### src/hdl/mld_pkg.sv
// Purpose: Shared constants for the microcore load-instruction decoder
// Assumes: 16-bit instruction words, 32-bit AXI4-Lite register access
// Notes:   Opcodes as mask and match pairs
package mld_pkg;

   ////////////////////////////////////////////////////////////////////////////
   // Instruction field positions
   localparam int CLR_FLAG_BIT      = 12;  // Counter clear flag
   localparam int RAM_INDEX_BIT     = 13;  // Indexed mode select
   localparam int SHORT_FIRST_LSB   = 10;  // First shortcut action, bits 11:10
   localparam int SHORT_SECOND_LSB  = 8;   // Second shortcut action, bits 9:8
   localparam int LIMIT_SEL_LSB     = 6;   // Count-limit select, bits 7:6
   localparam int ALU_SRC_LSB       = 3;   // ALU source, bits 5:3
   localparam int RAM_ADDR_LSB      = 0;   // Data RAM address, bits 5:0
   localparam int IMM_CLR_BIT       = 10;  // Byte clear flag, immediate loads
   localparam int BYTE_VALUE_LSB    = 2;   // Byte value, bits 9:2
   localparam int JUMP_VALUE_LSB    = 2;   // Jump value, bits 11:2

   ////////////////////////////////////////////////////////////////////////////
   // Opcode mask and match values
   localparam logic [15:0] LDCA_MASK  = 16'hE007;
   localparam logic [15:0] LDCA_MATCH = 16'hA004;
   localparam logic [15:0] LDCD_MASK  = 16'hC000;
   localparam logic [15:0] LDCD_MATCH = 16'h4000;
   localparam logic [15:0] LDIR_MASK  = 16'hF803;
   localparam logic [15:0] LDIRH_MATCH = 16'h3803;
   localparam logic [15:0] LDIRL_MATCH = 16'h3802;
   localparam logic [15:0] LDJR_MASK  = 16'hF003;
   localparam logic [15:0] LOAD_JUMP_TARGET_ONE_MATCH = 16'h8000;
   localparam logic [15:0] LOAD_JUMP_TARGET_TWO_MATCH = 16'h9000;

   ////////////////////////////////////////////////////////////////////////////
   // Shortcut action codes
   localparam logic [1:0] ACT_KEEP   = 2'h0;
   localparam logic [1:0] ACT_OFF    = 2'h1;
   localparam logic [1:0] ACT_ON     = 2'h2;
   localparam logic [1:0] ACT_TOGGLE = 2'h3;

   ////////////////////////////////////////////////////////////////////////////
   // Register byte offsets
   localparam logic [7:0] OFS_CTRL      = 8'h00;
   localparam logic [7:0] OFS_IMMEDIATE = 8'h04;
   localparam logic [7:0] OFS_JUMP      = 8'h08;
   localparam logic [7:0] OFS_OUTPUTS   = 8'h0C;
   localparam logic [7:0] OFS_LIMIT01   = 8'h10;
   localparam logic [7:0] OFS_LIMIT23   = 8'h14;
   localparam logic [7:0] OFS_EXEC_CNT  = 8'h18;

   // Reset values
   localparam logic        RST_ENABLE   = 1'b1;
   localparam logic [15:0] RST_WORD16   = 16'h0000;
   localparam logic [15:0] RST_EXEC_CNT = 16'h0000;

   // AXI responses
   localparam logic [1:0] RESP_OKAY   = 2'h0;
   localparam logic [1:0] RESP_DECERR = 2'h3;

endpackage : mld_pkg

### src/hdl/mld_decoder.sv
// Purpose: Decode and execute the counter, immediate and jump load group
// Assumes: Instruction, ALU operands and Data RAM read data are on aclk
// Notes:   Combinational Data RAM read; one-cycle loads
`timescale 1ns/100ps

// Function
// - ALU counter load copies source, applies shortcuts
// - Clear flag zeroes counter, else keep
// - Action 00 keep 01 off 10 on 11 invert
// - Select 00..11 picks limit one..four
// - ALU counter load opcode layout 101...100
// - Source field names an ALU operand register
// - RAM counter load from 6-bit address
// - Index flag adds address base
// - RAM counter load opcode layout 01...
// - Shortcuts act through predefined output mapping
// - Upper immediate byte load, clear zeroes
// - Upper immediate opcode 00111 ... 11
// - Lower immediate byte load, clear zeroes
// - Lower immediate opcode 00111 ... 10
// - First jump load writes jump value
// - First jump opcode 1000 ... 00
// - Second jump load writes jump value
// - Second jump opcode 1001 ... 00
// - Jump targets feed far jump and call
module mld_decoder
   import mld_pkg::*;
#(
   parameter int NUM_OUTPUTS = 8,
   parameter int MAP_W       = 3,
   parameter int DRAM_AW     = 6,
   parameter int NUM_ALU     = 8
) (
   input  wire logic                    aclk,
   input  wire logic                    aresetn,
   // Instruction issue
   input  wire logic                    instr_valid,
   input  wire logic [15:0]             instr_word,
   output logic                         load_executed,
   // ALU operand set, register k in bits 16k+15:16k
   input  wire logic [16*NUM_ALU-1:0]   alu_operand_set,
   // Data RAM read port and address base
   output logic      [DRAM_AW-1:0]      dram_addr,
   output logic                         dram_rd_en,
   input  wire logic [15:0]             dram_rdata,
   input  wire logic [DRAM_AW-1:0]      address_base,
   // Shortcut mapping from the definition logic
   input  wire logic [MAP_W-1:0]        shortcut_first_map,
   input  wire logic [MAP_W-1:0]        shortcut_second_map,
   // Results
   output logic      [NUM_OUTPUTS-1:0]  output_enable_state,
   output logic      [63:0]             count_limits,
   output logic      [3:0]              count_limit_load,
   output logic      [3:0]              counter_clear,
   output logic      [15:0]             immediate_value_reg,
   output logic      [15:0]             jump_target_one,
   output logic      [15:0]             jump_target_two,
   // AXI4-Lite slave
   input  wire logic [7:0]              s_axi_awaddr,
   input  wire logic                    s_axi_awvalid,
   output logic                         s_axi_awready,
   input  wire logic [31:0]             s_axi_wdata,
   input  wire logic [3:0]              s_axi_wstrb,
   input  wire logic                    s_axi_wvalid,
   output logic                         s_axi_wready,
   output logic      [1:0]              s_axi_bresp,
   output logic                         s_axi_bvalid,
   input  wire logic                    s_axi_bready,
   input  wire logic [7:0]              s_axi_araddr,
   input  wire logic                    s_axi_arvalid,
   output logic                         s_axi_arready,
   output logic      [31:0]             s_axi_rdata,
   output logic      [1:0]              s_axi_rresp,
   output logic                         s_axi_rvalid,
   input  wire logic                    s_axi_rready
);

   ////////////////////////////////////////////////////////////////////////////
   // Functions

   // Opcode match under a mask
   function automatic logic op_match(input logic [15:0] w, input logic [15:0] m,
                                     input logic [15:0] v);
      op_match = (w & m) == v;
   endfunction : op_match

   // One-hot of a two-bit limit select
   function automatic logic [3:0] sel_onehot(input logic [1:0] sel);
      sel_onehot = 4'(4'h1 << sel);
   endfunction : sel_onehot

   // Register map decode, shared by read and write paths
   function automatic logic addr_mapped(input logic [7:0] a);
      addr_mapped = (a == OFS_CTRL) || (a == OFS_IMMEDIATE) || (a == OFS_JUMP) ||
                    (a == OFS_OUTPUTS) || (a == OFS_LIMIT01) ||
                    (a == OFS_LIMIT23) || (a == OFS_EXEC_CNT);
   endfunction : addr_mapped

   ////////////////////////////////////////////////////////////////////////////
   // State

   logic                   exec_enable;     // Software gate for execution
   logic [15:0]            exec_count;      // Executed load counter
   logic [15:0]            limit_reg [4];   // Count limits one to four
   logic                   aw_held;
   logic                   w_held;
   logic [7:0]             aw_addr;
   logic [31:0]            w_data;
   logic [3:0]             w_strb;

   ////////////////////////////////////////////////////////////////////////////
   // Instruction decode

   wire logic go = instr_valid && exec_enable;

   wire logic is_load_alu = go && op_match(instr_word, LDCA_MASK, LDCA_MATCH);
   wire logic is_load_ram = go && op_match(instr_word, LDCD_MASK, LDCD_MATCH);
   wire logic is_imm_high = go && op_match(instr_word, LDIR_MASK, LDIRH_MATCH);
   wire logic is_imm_low  = go && op_match(instr_word, LDIR_MASK, LDIRL_MATCH);
   wire logic is_jump_one = go && op_match(instr_word, LDJR_MASK, LOAD_JUMP_TARGET_ONE_MATCH);
   wire logic is_jump_two = go && op_match(instr_word, LDJR_MASK, LOAD_JUMP_TARGET_TWO_MATCH);

   wire logic is_count_load = is_load_alu || is_load_ram;
   wire logic any_load      = is_count_load || is_imm_high || is_imm_low ||
                              is_jump_one || is_jump_two;

   // Field extraction
   wire logic [1:0] shortcut_first_action  = instr_word[SHORT_FIRST_LSB +: 2];
   wire logic [1:0] shortcut_second_action = instr_word[SHORT_SECOND_LSB +: 2];
   wire logic [1:0] limit_sel              = instr_word[LIMIT_SEL_LSB +: 2];
   wire logic       count_clear_flag       = instr_word[CLR_FLAG_BIT];
   wire logic       indexed_mode           = instr_word[RAM_INDEX_BIT];
   wire logic [2:0] source_operand         = instr_word[ALU_SRC_LSB +: 3];
   wire logic [5:0] ram_field              = instr_word[RAM_ADDR_LSB +: 6];
   wire logic       upper_clear_flag       = instr_word[IMM_CLR_BIT];
   wire logic       lower_clear_flag       = instr_word[IMM_CLR_BIT];
   wire logic [7:0] byte_value             = instr_word[BYTE_VALUE_LSB +: 8];
   wire logic [9:0] jump_value             = instr_word[JUMP_VALUE_LSB +: 10];

   // ALU source picks one operand register
   wire logic [15:0] alu_source = alu_operand_set[16*source_operand +: 16];

   wire logic [DRAM_AW-1:0] ram_direct = DRAM_AW'(ram_field);
   wire logic [DRAM_AW-1:0] ram_sum    = DRAM_AW'(ram_direct + address_base);
   assign dram_addr  = indexed_mode ? ram_sum : ram_direct;
   assign dram_rd_en = is_load_ram;

   // Limit value from ALU or Data RAM
   wire logic [15:0] limit_value = is_load_alu ? alu_source : dram_rdata;
   wire logic [3:0]  limit_hit   = is_count_load ? sel_onehot(limit_sel) : 4'h0;

   ////////////////////////////////////////////////////////////////////////////
   // Shortcut outputs

   logic [NUM_OUTPUTS-1:0] after_first;
   logic [NUM_OUTPUTS-1:0] after_second;

   mld_shortcut_apply #(
      .NUM_OUTPUTS (NUM_OUTPUTS),
      .MAP_W       (MAP_W)
   ) u_short_first (
      .state_in  (output_enable_state),
      .target    (shortcut_first_map),
      .action    (shortcut_first_action),
      .state_out (after_first)
   );

   // Second shortcut applied after the first
   mld_shortcut_apply #(
      .NUM_OUTPUTS (NUM_OUTPUTS),
      .MAP_W       (MAP_W)
   ) u_short_second (
      .state_in  (after_first),
      .target    (shortcut_second_map),
      .action    (shortcut_second_action),
      .state_out (after_second)
   );

   // Commit shortcut actions on counter loads
   always_ff @(posedge aclk) begin
      if (!aresetn) begin
         output_enable_state <= '0;
      end else if (is_count_load) begin
         output_enable_state <= after_second;
      end
   end

   ////////////////////////////////////////////////////////////////////////////
   // Count limits and counter clear

   // Limit written in the decode cycle
   always_ff @(posedge aclk) begin
      if (!aresetn) begin
         for (int i = 0; i < 4; i++) begin
            limit_reg[i] <= RST_WORD16;
         end
      end else begin
         for (int i = 0; i < 4; i++) begin
            if (limit_hit[i]) begin
               limit_reg[i] <= limit_value;
            end
         end
      end
   end

   // Clear pulse only when the flag is set
   always_ff @(posedge aclk) begin
      if (!aresetn) begin
         count_limit_load <= 4'h0;
         counter_clear    <= 4'h0;
      end else begin
         count_limit_load <= limit_hit;
         counter_clear    <= count_clear_flag ? limit_hit : 4'h0;
      end
   end

   assign count_limits = {limit_reg[3], limit_reg[2], limit_reg[1], limit_reg[0]};

   ////////////////////////////////////////////////////////////////////////////
   // Immediate register

   // Upper byte: value, or zero when cleared
   wire logic [7:0] next_imm_high = upper_clear_flag ? 8'h00 : byte_value;
   // Lower byte: value, or zero when cleared
   wire logic [7:0] next_imm_low  = lower_clear_flag ? 8'h00 : byte_value;

   always_ff @(posedge aclk) begin
      if (!aresetn) begin
         immediate_value_reg <= RST_WORD16;
      end else if (is_imm_high) begin
         immediate_value_reg[15:8] <= next_imm_high;
      end else if (is_imm_low) begin
         immediate_value_reg[7:0] <= next_imm_low;
      end
   end

   ////////////////////////////////////////////////////////////////////////////
   // Jump targets

   wire logic [15:0] jump_wide = {6'h00, jump_value};

   always_ff @(posedge aclk) begin
      if (!aresetn) begin
         jump_target_one <= RST_WORD16;
         jump_target_two <= RST_WORD16;
      end else begin
         if (is_jump_one) begin
            jump_target_one <= jump_wide;
         end
         if (is_jump_two) begin
            jump_target_two <= jump_wide;
         end
      end
   end

   // Executed pulse and running count
   always_ff @(posedge aclk) begin
      if (!aresetn) begin
         load_executed <= 1'b0;
         exec_count    <= RST_EXEC_CNT;
      end else begin
         load_executed <= any_load;
         if (any_load) begin
            exec_count <= exec_count + 16'h0001;
         end
      end
   end

   ////////////////////////////////////////////////////////////////////////////
   // AXI4-Lite write path

   assign s_axi_awready = !aw_held && !s_axi_bvalid;
   assign s_axi_wready  = !w_held && !s_axi_bvalid;

   wire logic aw_take  = s_axi_awvalid && s_axi_awready;
   wire logic w_take   = s_axi_wvalid && s_axi_wready;
   wire logic wr_fire  = aw_held && w_held && !s_axi_bvalid;
   wire logic wr_ctrl  = wr_fire && (aw_addr == OFS_CTRL) && w_strb[0];

   // Hold address and data until both are in
   always_ff @(posedge aclk) begin
      if (!aresetn) begin
         aw_held <= 1'b0;
         w_held  <= 1'b0;
         aw_addr <= 8'h00;
         w_data  <= 32'h0000_0000;
         w_strb  <= 4'h0;
      end else begin
         if (aw_take) begin
            aw_held <= 1'b1;
            aw_addr <= s_axi_awaddr;
         end else if (wr_fire) begin
            aw_held <= 1'b0;
         end
         if (w_take) begin
            w_held <= 1'b1;
            w_data <= s_axi_wdata;
            w_strb <= s_axi_wstrb;
         end else if (wr_fire) begin
            w_held <= 1'b0;
         end
      end
   end

   // Response and control register
   always_ff @(posedge aclk) begin
      if (!aresetn) begin
         s_axi_bvalid <= 1'b0;
         s_axi_bresp  <= RESP_OKAY;
         exec_enable  <= RST_ENABLE;
      end else begin
         if (wr_fire) begin
            s_axi_bvalid <= 1'b1;
            s_axi_bresp  <= addr_mapped(aw_addr) ? RESP_OKAY : RESP_DECERR;
         end else if (s_axi_bready) begin
            s_axi_bvalid <= 1'b0;
         end
         if (wr_ctrl) begin
            exec_enable <= w_data[0];
         end
      end
   end

   ////////////////////////////////////////////////////////////////////////////
   // AXI4-Lite read path

   assign s_axi_arready = !s_axi_rvalid;

   logic [31:0] rd_mux;

   // Read data select
   always_comb begin
      rd_mux = 32'h0000_0000;
      unique case (s_axi_araddr)
         OFS_CTRL:      rd_mux = {31'h0, exec_enable};
         OFS_IMMEDIATE: rd_mux = {16'h0000, immediate_value_reg};
         OFS_JUMP:      rd_mux = {jump_target_two, jump_target_one};
         OFS_OUTPUTS:   rd_mux = 32'(output_enable_state);
         OFS_LIMIT01:   rd_mux = {limit_reg[1], limit_reg[0]};
         OFS_LIMIT23:   rd_mux = {limit_reg[3], limit_reg[2]};
         OFS_EXEC_CNT:  rd_mux = {16'h0000, exec_count};
         default:       rd_mux = 32'h0000_0000;
      endcase
   end

   // Registered read answer
   always_ff @(posedge aclk) begin
      if (!aresetn) begin
         s_axi_rvalid <= 1'b0;
         s_axi_rdata  <= 32'h0000_0000;
         s_axi_rresp  <= RESP_OKAY;
      end else if (s_axi_arvalid && s_axi_arready) begin
         s_axi_rvalid <= 1'b1;
         s_axi_rdata  <= rd_mux;
         s_axi_rresp  <= addr_mapped(s_axi_araddr) ? RESP_OKAY : RESP_DECERR;
      end else if (s_axi_rready) begin
         s_axi_rvalid <= 1'b0;
      end
   end

endmodule : mld_decoder

### src/hdl/mld_shortcut_apply.sv
// Purpose: Applies one shortcut action to one bit of an output vector
// Assumes: Mapping index comes from the shortcut definition logic
// Notes:   Combinational, one per shortcut
`timescale 1ns/100ps
module mld_shortcut_apply
   import mld_pkg::*;
#(
   parameter int NUM_OUTPUTS = 8,
   parameter int MAP_W       = 3
) (
   input  wire logic [NUM_OUTPUTS-1:0] state_in,
   input  wire logic [MAP_W-1:0]       target,
   input  wire logic [1:0]             action,
   output logic      [NUM_OUTPUTS-1:0] state_out
);

   // One-hot of the mapped output
   wire logic [NUM_OUTPUTS-1:0] hit = NUM_OUTPUTS'(1) << target;

   // Per-bit action: keep, off, on, invert
   always_comb begin
      state_out = state_in;
      unique case (action)
         ACT_KEEP:   state_out = state_in;
         ACT_OFF:    state_out = state_in & ~hit;
         ACT_ON:     state_out = state_in | hit;
         ACT_TOGGLE: state_out = state_in ^ hit;
      endcase
   end

endmodule : mld_shortcut_apply

### config.mk
export PLATFORM = sky130hd
export DESIGN_NAME = mld_decoder
export DESIGN_NICKNAME = d
export VERILOG_FILES = /design/src/hdl/mld_pkg.sv /design/src/hdl/mld_decoder.sv /design/src/hdl/mld_shortcut_apply.sv
export SDC_FILE = /design/constraint.sdc
export NUM_CORES = 1
export LEC_CHECK = 0
export ABC_AREA = 1
export BUFFER_PORTS_ARGS = -buffer_cell sky130_fd_sc_hd__buf_4
export CAP_MARGIN = 20
export CORE_AREA = 5 5 169 171
export CTS_BUF_LIST = sky130_fd_sc_hd__clkbuf_4 sky130_fd_sc_hd__clkbuf_8 sky130_fd_sc_hd__clkbuf_16
export CTS_CLUSTER_DIAMETER = 100
export DETAILED_ROUTE_END_ITERATION = 8
export DIE_AREA = 0 0 174 176
export GPL_ROUTABILITY_DRIVEN = 0
export PLACE_DENSITY = 0.7
export SYNTH_ARGS = -nofsm -noshare
export SYNTH_HDL_FRONTEND = slang
export SYNTH_SLANG_ARGS = --single-unit
### constraint.sdc
create_clock -name aclk -period 6.1 [get_ports aclk]
set_input_delay 0.61 -clock aclk [delete_from_list [all_inputs] [get_ports aclk]]
set_output_delay 0.61 -clock aclk [all_outputs]
set_load 0.005 [all_outputs]
# ---- Word level (Yosys, flattened, before mapping)
# Memory sizes are Yosys's and may differ from the RTL's.
# Cells that the tools add are included.
# W data, S select, Z words.
dict set report totals {
  reg_bits 120
  ramBits 64
  wordCells 144
  in_bits 232
  n_memories 1
  out_inout_bits 177
}
# memory depth word_bits read_ports rd_clocked_by_memory_dff wr line_no
set mem_list {}
lappend mem_list {limit_reg 4 16 4 0 4 mld_decoder.sv:104} ;# logic [15:0] limit_reg [4];
dict set report op_classes {
  n_bitwise 13
  n_eq_ne 24
  shift 4
  addsub 2
  n_mux 33
  n_reduce_logical 47
}
# operator count
set op_table {}
lappend op_table {{$pmux W32 S7} 1}
lappend op_table {{$shiftx A128 B8 Y16} 1}
lappend op_table {{$mux W16} 5}
lappend op_table {{$pmux W8 S4} 2}
lappend op_table {{$eq A8 B5 Y1 const B} 6}
lappend op_table {{$eq A8 B4 Y1 const B} 4}
lappend op_table {{$mux W1} 20}
lappend op_table {{$eq A6 B6 Y1 const B} 3}
lappend op_table {{$logic_or A1 B1 Y1} 17}
lappend op_table {{$add A16 B1 Y16 const B} 1}
lappend op_table {{$and A8 B8 Y8} 2}
lappend op_table {{$eq A8 B3 Y1 const B} 2}
lappend op_table {{$logic_and A1 B1 Y1} 16}
lappend op_table {{$logic_not A8 Y1} 2}
lappend op_table {{$not A8 Y8} 2}
lappend op_table {{$or A8 B8 Y8} 2}
lappend op_table {{$shl A1 B3 Y8 const A} 2}
lappend op_table {{$xor A8 B8 Y8} 2}
lappend op_table {{$eq A7 B5 Y1 const B} 2}
lappend op_table {{$eq A2 B2 Y1 const B} 4}
lappend op_table {{$mux W8} 1}
lappend op_table {{$reduce_bool A2 Y1} 4}
lappend op_table {{$add A6 B6 Y6} 1}
lappend op_table {{$eq A2 B1 Y1 const B} 3}
lappend op_table {{other kinds (9)} 18}

# ---- Logic depth before layout (Yosys ltp)
# Gate-level depths: netlist (run 1).
dict set report logic_depth {
  word_depth 8
  depth_mapped 13
  mapped_depth_nobuf 13
}

# ---- Cells and area by module
# A second synthesis (run 1) with hierarchy kept.
dict set report unflattened {
  cells_unflattened 1491
  area_unflattened_um2 10776.6
}
# module seq_area_each_um2 cells_per_inst instances area_each_um2
set by_module_without_submodules {}
lappend by_module_without_submodules {mld_decoder 4284.1 1313 1 9590.4}
lappend by_module_without_submodules {mld_shortcut_apply 0.0 89 2 593.1}

# ---- Least setup slack after synthesis (run 1)
# No wires, ideal clock.
dict set report synth_timing {
  path_kind {input to register}
  start {in instr_word[1]}
  end {mem limit_reg[0][0] (enable)}
  arrival_ns 2.539
  stages 7
  setup_time_ns 0.414
  path_slack_ns 3.147
  required_time_ns 5.686
  n_path_buf 0
  cell_sequence {inv_1 nand2_1 nor2_4 nand2_4 nand2_8 inv_2 o31ai_1}
}
# item line_no
set synth_rtl {}
lappend synth_rtl {{from (decl)} mld_decoder.sv:38} ;# input wire logic [15:0] instr_word,
lappend synth_rtl {{to (decl)} mld_decoder.sv:104}

# ---- Worst setup path after layout (run 1)
dict set report layout_timing {
  start {in instr_word[3]}
  end {out dram_addr[5]}
}
dict set report layout_via {
  elab_chain_cells 2
}
# item line_no
set layout_lines {}
lappend layout_lines {{$add A6 B6 Y6} mld_decoder.sv:144} ;# wire logic [DRAM_AW-1:0] ram_sum = DRAM_AW'(ram_direct + address_base);
lappend layout_lines {{$mux W6} mld_decoder.sv:145} ;# assign dram_addr = indexed_mode ? ram_sum : ram_direct;
lappend layout_lines {{to (decl)} mld_decoder.sv:43} ;# output logic [DRAM_AW-1:0] dram_addr,
# Every way passes these cells.

==> results of run 1 <==
==> per-layer routing <==
| layer | part of all wire (%) | up-vias |
|---|---|---|
| met2 | 50 | 546 |
| met1 | 37 | 5350 |
| met3 | 7.4 | 118 |
| li1 | - | 5532 |
| met5 | 0 | - |
| met4 | 5.8 | 0 |
==> per-stage QoR <==
| stage | util [%] | cell area (µm²) | hold slack [ps] |
|---|---|---|---|
| 2_1_floorplan | - | 10700 | 429 |
| 3_3_place_gp | 50.2 | 13400 | 441 |
| 3_5_place_dp | 50.2 | 13400 | 447 |
| 4_1_cts | 52.6 | 14100 | 420 |
| 5_1_grt | 52.7 | 14100 | 441 |
| 6_report | 52.7 | 14100 | 432 |
==> critical path, cell delays in order <==
cell and delay, ps:
buf_4 480, ha_1 380, nand2_1 80, inv_1 50, nand4_1 60, nand3_1 110, a21oi_1 170, o21ai_0 110
nand2_1 70, nand2_1 50, buf_4 130
==> kinds of logic (layout without fill, tap and decap cells) <==
group,after synthesis,after routing,share of synthesized area [%]
simple gates,664,664,27.3
fa+ha+maj,39,39,4.67
flops,182,182,40.3
xor+xnor,11,11,0.907
other cells,1,12,0.0353
compound gates,362,362,18.3
buf+inv,201,510,8.39
==> cells in the mapped netlist (3+ instances only) <==
library cell / n / area share [%]
nand2_1: 275 / 9.7
nor2_1: 192 / 6.8
nand3_1: 158 / 7.4
a21oi_1: 156 / 7.4
o21ai_0: 150 / 7.1
dfxtp_1: 118 / 22
inv_1: 96 / 3.4
edfxtp_1: 64 / 18
o211ai_1: 45 / 3.2
clkbuf_1: 43 / 1.5
ha_1: 38 / 4.5
buf_2: 30 / 1.4
buf_4: 19 / 1.3
nor3_1: 11 / 0.52
nand4_1: 8 / 0.47
xor2_1: 7 / 0.58
inv_2: 4 / 0.14
nand4_4: 4 / 0.80
o31ai_1: 4 / 0.28
xnor2_1: 4 / 0.33
a31oi_1: 3 / 0.18
buf_6: 3 / 0.32
nand2_2: 3 / 0.18
==> layout make-up <==
| class | instances | area (µm²) |
|---|---|---|
| fillers | 2603 | 12600 |
| flip-flops and latches | 182 | 4280 |
| well taps | 341 | 427 |
| clock buffers | 17 | 425 |
| inverters | 104 | 395 |
| repair buffers | 374 | 2830 |
| clock inverters | 15 | 206 |
| multi-input cells | 1088 | 5520 |
==> power groups by stage <==
stage	sequential [mW]	combinational [mW]	clock [mW]
floorplan	1.33	0.222	0
CTS	1.31	0.434	1.17
global route	1.31	0.483	1.22
detailed placement	1.34	0.433	0
finish	1.31	0.437	1.16
global placement	1.34	0.423	0
==> how the worst min path moves through the flow <==
stage	endpoint	cells past startpoint
after detailed placement	aw_addr[1]	2
after floorplan	aw_addr[0]	2
after CTS	aw_addr[5]	3
after global placement	aw_addr[0]	2
final	aw_addr[5]	3
after global routing	aw_addr[7]	3
==> summary.md, run 1 <==
| Metric | Value |
|---|---|
| Crit end category | primary output |
| Boundary Pins | 409 |
| TritonCTS Buffers | 17 |
| Worst reg2reg setup slack | 3810 ps |
| Final HPWL DP | 33100 µm |
| Hold Buf Count CTS | 0 |
| Layout Nets | 2038 |
| GRT met2 Usage | 47.1% |
| Slew margin rel. | 35.7% |
| RSZ-0062 raised after global routing | no |
| # setup viols final | 0 |
| Top FF cell, synth | dfxtp_1 |
| Drt pass-1 iters | 5 |
| Antenna cell count | 0 |
| Hold crit path type | input port to flip-flop |
| Fmax | 0.342 GHz |
| Pin count of the biggest net entering global routing | 71 |
| Seq/Total Area, Yosys | 40.3% |
| Vias in the first global route | 11200 |
| Critical setup path kind | input port to primary output |
| Worst-path maximum fanout | 68 |
| Non-filler cells, final | 2121 |
| Antenna viol nets, final | 0 |
| GRT met3 Usage | 5.40% |
| Vias per std cell | 5.44 |
| Sw frac | 29.7% |
| PD cells | 207 nW/µm² |
| Commonest non-fill, non-tap cell in the layout | buf_4 |
| Internal power | 2.05 mW |
| Routing usage on met1 | 30.1% |
| Worst setup path end | dram_addr[5] |
| Core area | 26700 µm² |
| Net Sw Power | 863 µW |
| Final max-slew violation count | 0 |
| Number of port buffers | 362 |
| Post-CTS sizing | 0 |
| First-pass GRT wire length | 63700 µm |
| Die height | 176 µm |
| Initial core utilization | 39.7% |
| GRT overflow | 0 |
| CP Launch Point | instr_word[3] |
| Synthesized area | 10600 µm² |
| Die area | 30600 µm² |
| Leak | 6.35 nW |
| Status | finished clean |
| Endpoint arrival time on the critical path | 2310 ps |
| Synth Area per Inst | 7.27 µm² |
| Total power | 2.91 mW |
| Reg-to-reg endpoint | limit_reg[1][9] |
| Clock sinks | 182 |
| CP startpoint kind | input port |
| Max-cap check violation count | 0 |
| H-tree depth | 4 |
| Clock share of power | 40.0% |
| Busiest layer in global routing | met2 |
| Placed Cells | 2088 |
| Fin. Hold Viols | 0 |
| Post-synth EDFFs | 64 |
| GRT Util Overall | 26.6% |
| Via Count | 11500 |
| Layout cells sized above 1 | 24.6% |
| Most frequent cells in the layout | buf_4 (373), nand2_1 (275), nor2_1 (189), nand3_1 (158), a21oi_1 (156) |
| RR Startpoint | exec_enable |
| Die width | 174 µm |
| Synth cell types | 40 |
| Comb pwr share | 15.0% |
| Period utilization | 47.9% |
| Synth Register Bits | 182 |
| Clock skew | 16.2 ps |
| Postcts setup bufs | 0 |
| Post-synthesis instance total | 1460 |
| Clock insertion delay at the later pin of the skew report | 450 ps |
| DRT Wirelength | 42400 µm |
| R2R depth | 7 |
| Setup TNS | 0 ps |
| Clock slew at reported path FFs | 80 ps |
| Initial antenna violation count | 0 |
| Min-delay src | s_axi_awaddr[5] |
| Post-synth ARST share | 0% |
| Worst setup margin | 3180 ps |
| YS warnings | 0 |
| Worst slew pin tran | 964 ps |
| Worst EP required | 5490 ps |
| Average wire per standard cell | 20.0 µm |
| Min Tclk post-route | 2920 ps |
| VDD IR max | 0.197 mV |
| Max clock buf depth | 2 |
| DP Worst Slack | 3110 ps |
| Seq pwr share | 45.0% |
| CTS tree | built |
| Starting DRT DRC Count | 957 |
| CTS Root Cell | clkbuf_16 |
| Num rows | 60 |
| Area growth from synthesis to layout | 32.7% |
| Max reg flops | 64 |
| Remaining DRCs | 0 |
(Power assumes the default switching activity.)
==> run 2, diff against run 1 <==
- ABC_AREA: 1 -> 0
- CORE_AREA: 5 5 169 171 -> 5 5 168 170
- DIE_AREA: 0 0 174 176 -> 0 0 173 175
- PLACE_DENSITY: 0.7 -> 0.73
- clock period: 6.1 -> 2.4 ns (I/O delays scaled with it)
==> summary.md, run 2 <==
| Metric | Value |
|---|---|
| GRT Util Overall | 25.0% (was 26.6%) |
| GRT met3 Usage | 4.20% (was 5.40%) |
| Remaining DRCs | 0 (unchanged) |
| Clock skew | 16.7 ps (was 16.2 ps) |
| Initial antenna violation count | 1 (was 0) |
| First-pass GRT wire length | 59100 µm (was 63700 µm) |
| FILL cells | 2384 (was 2603) |
| Fin. Hold Viols | 0 (unchanged) |
| Worst EP required | 2740 ps (was 5490 ps) |
| Layout cells sized above 1 | 37.8% (was 24.6%) |
| Crit path cell chain | inv_1 -> ha_1 -> mux4_2 -> ha_1 -> a21oi_1 -> a21oi_1 -> a221oi_1 (was buf_4 -> ha_1 -> nand2_1 -> inv_1 -> nand4_1 -> nand3_1 -> a21oi_1 -> o21ai_0 -> nand2_1 -> nand2_1 -> buf_4) |
| Worst slew pin tran | 657 ps (was 964 ps) |
| Top-count cell post-synth | dfxtp_1 (was nand2_1) |
| Post-synth EDFFs | 64 (unchanged) |
| CTS tree | built (unchanged) |
| Min Tclk post-route | 2190 ps |
| Routing usage on met1 | 29.8% (was 30.1%) |
| Die height | 175 µm (was 176 µm) |
| Hold Buf Count CTS | 0 (unchanged) |
| GRT met2 Usage | 44.7% (was 47.1%) |
| Total power | 7.50 mW (was 2.91 mW) |
| Post-CTS sizing | 0 (unchanged) |
| Seq/Total Area, Yosys | 40.9% (was 40.3%) |
| Worst path slowest cell | mux4_2 (was buf_4) |
| Average wire per standard cell | 22.2 µm (was 20.0 µm) |
| DRT Wirelength | 39100 µm (was 42400 µm) |
| Num rows | 60 (unchanged) |
| Worst-path maximum fanout | 5 (was 68) |
| GRT overflow | 0 (unchanged) |
| CP max stage delay | 490 ps (was 480 ps) |
| Starting DRT DRC Count | 584 (was 957) |
| Synth Area per Inst | 9.95 µm² (was 7.27 µm²) |
| Clock slew at reported path FFs | 80 ps (about the same) |
| Antenna viol nets, final | 0 (unchanged) |
| Post-synth top area cell | dfxtp_1 (unchanged) |
| Post-synth ARST share | 0% (unchanged) |
| TritonCTS Buffers | 17 (unchanged) |
| YS warnings | 0 (unchanged) |
| Max clock buf depth | 2 (unchanged) |
| Drt pass-1 iters | 5 (unchanged) |
| Setup TNS | 0 ps (unchanged) |
| Top post-synthesis cells by area | dfxtp_1 (23%), edfxtp_1 (18%), mux4_2 (8.8%) (was dfxtp_1 (22%), edfxtp_1 (18%), nand2_1 (9.7%)) |
| Initial core utilization | 39.4% (was 39.7%) |
| WP buf/inv | 1 (was 3) |
| Endpoint arrival time on the critical path | 2530 ps (was 2310 ps) |
| Synth cell count leaders | dfxtp_1 (118), nand2_1 (112), nor2_1 (78), o21ai_0 (75), edfxtp_1 (64) (was nand2_1 (275), nor2_1 (192), nand3_1 (158), a21oi_1 (156), o21ai_0 (150)) |
| Busiest layer in global routing | met2 (unchanged) |
| Top FF cell, synth | dfxtp_1 (unchanged) |
| Core area | 26600 µm² (was 26700 µm²) |
| Synthesized area | 10500 µm² (was 10600 µm²) |
| Layout Nets | 1675 (was 2038) |
| Number of port buffers | 362 (unchanged) |
| Clock insertion delay at the later pin of the skew report | 440 ps (was 450 ps) |
| CTS Root Cell | clkbuf_16 (unchanged) |
| Final HPWL DP | 31200 µm (was 33100 µm) |
| RSZ-0062 raised after global routing | no (unchanged) |
| Period utilization | 91.2% |
| Die width | 173 µm (was 174 µm) |
| Leak | 6.09 nW (was 6.35 nW) |
| Synth Register Bits | 182 (unchanged) |
| Delay-heaviest family, CP | adder cells (was buffers and inverters) |
| Fmax | 0.457 GHz |
| Vias in the first global route | 10100 (was 11200) |
| Synth top area share | 22.6% (was 22.2%) |
| Commonest non-fill, non-tap cell in the layout | buf_4 (unchanged) |
| Placed Cells | 1726 (was 2088) |
| Boundary Pins | 409 (unchanged) |
| Slew margin rel. | 56.1% (was 35.7%) |
| PD cells | 523 nW/µm² (was 207 nW/µm²) |
| Hold crit path type | input port to flip-flop (unchanged) |
| Vias per std cell | 5.59 (was 5.44) |
| # setup viols final | 0 (unchanged) |
| Final max-slew violation count | 0 (unchanged) |
| Non-filler cells, final | 1759 (was 2121) |
| CP startpoint kind | flip-flop (was input port) |
| H-tree depth | 4 (unchanged) |
| Die area | 30300 µm² (was 30600 µm²) |
| Crit end category | flip-flop (was primary output) |
| Via Count | 9831 (was 11500) |
| Most frequent cells in the layout | buf_4 (403), dfxtp_1 (118), nand2_1 (112), nor2_1 (78), o21ai_0 (72) (was buf_4 (373), nand2_1 (275), nor2_1 (189), nand3_1 (158), a21oi_1 (156)) |
| Post-synthesis instance total | 1052 (was 1460) |
| VDD IR max | 0.475 mV (was 0.197 mV) |
| Final instance area | 14300 µm² (was 14100 µm²) |
| Status | finished clean (unchanged) |
| Max reg flops | 64 (unchanged) |
| Postcts setup bufs | 0 (unchanged) |
| Area growth from synthesis to layout | 36.9% (was 32.7%) |
| Max-cap check violation count | 0 (unchanged) |
| Post-place instance area | 13700 µm² (was 13400 µm²) |
| Synth cell types | 58 (was 40) |
| Clock sinks | 182 (unchanged) |
| Final Core Density | 53.9% (was 52.7%) |
| Critical setup path kind | flip-flop to flip-flop (was input port to primary output) |
| Pin count of the biggest net entering global routing | 40 (was 71) |
run 2: tightest hold or removal path: stages:
cell and delay (ps):
buf_4 80, mux2i_1 50, nor2_1 70
run 2: per-stage QoR:
stage | hold slack (ps) | worst slack (ps)
2_1_floorplan | 376 | 22.2
3_3_place_gp | 440 | -78.6
3_5_place_dp | 445 | -134
4_1_cts | 29.3 | 202
5_1_grt | 39.2 | 58.4
6_report | 39.9 | 212
run 2: power breakdown:
group / leakage, nW / internal, mW / switching [mW]
Sequential: 1.64 / 3.25 / 0.0542
Clock: 0.302 / 1.53 / 1.39
Combinational: 4.15 / 0.645 / 0.621
Total: 6.09 / 5.43 / 2.07
run 2: path summary, 6_finish.rpt:
| kind | start | end | slack (ps) | cells past startpoint |
|---|---|---|---|---|
| hold / removal | s_axi_wdata[0] | w_data[0] | 40 | 3 |
| setup reg to reg | output_enable_state[7] | output_enable_state[7] | 210 | 7 |
| hold reg to reg | aw_addr[5] | aw_addr[5] | 450 | 2 |
| setup / recovery | output_enable_state[7] | output_enable_state[7] | 210 | 7 |
run 2: cells by family after synthesis:
kind of cell / count (synthesis) / share of synthesized area, %
compound gates: 254 / 16.1
xor+xnor: 9 / 0.753
fa+ha+maj: 39 / 4.73
buf+inv: 127 / 5.19
flops: 182 / 40.9
mux: 133 / 18.0
other cells: 1 / 0.0358
simple gates: 307 / 14.3
run 2: layer usage:
layer,wire (µm),up-vias
met5,0,-
met2,19900,448
li1,-,4584
met3,2370,87
met1,15300,4712
met4,1560,0
run 2: layout make-up:
class                   count  area [µm²]  share of cell area (%)
flip-flops and latches    182        4280                    29.9
clock inverters            14         175                    1.22
well taps                 341         427                    2.98
inverters                  42         158                    1.10
clock buffers              18         439                    3.07
repair buffers            407        3110                    21.7
multi-input cells         754        5730                    40.0
diodes                      1        2.50                  0.0175
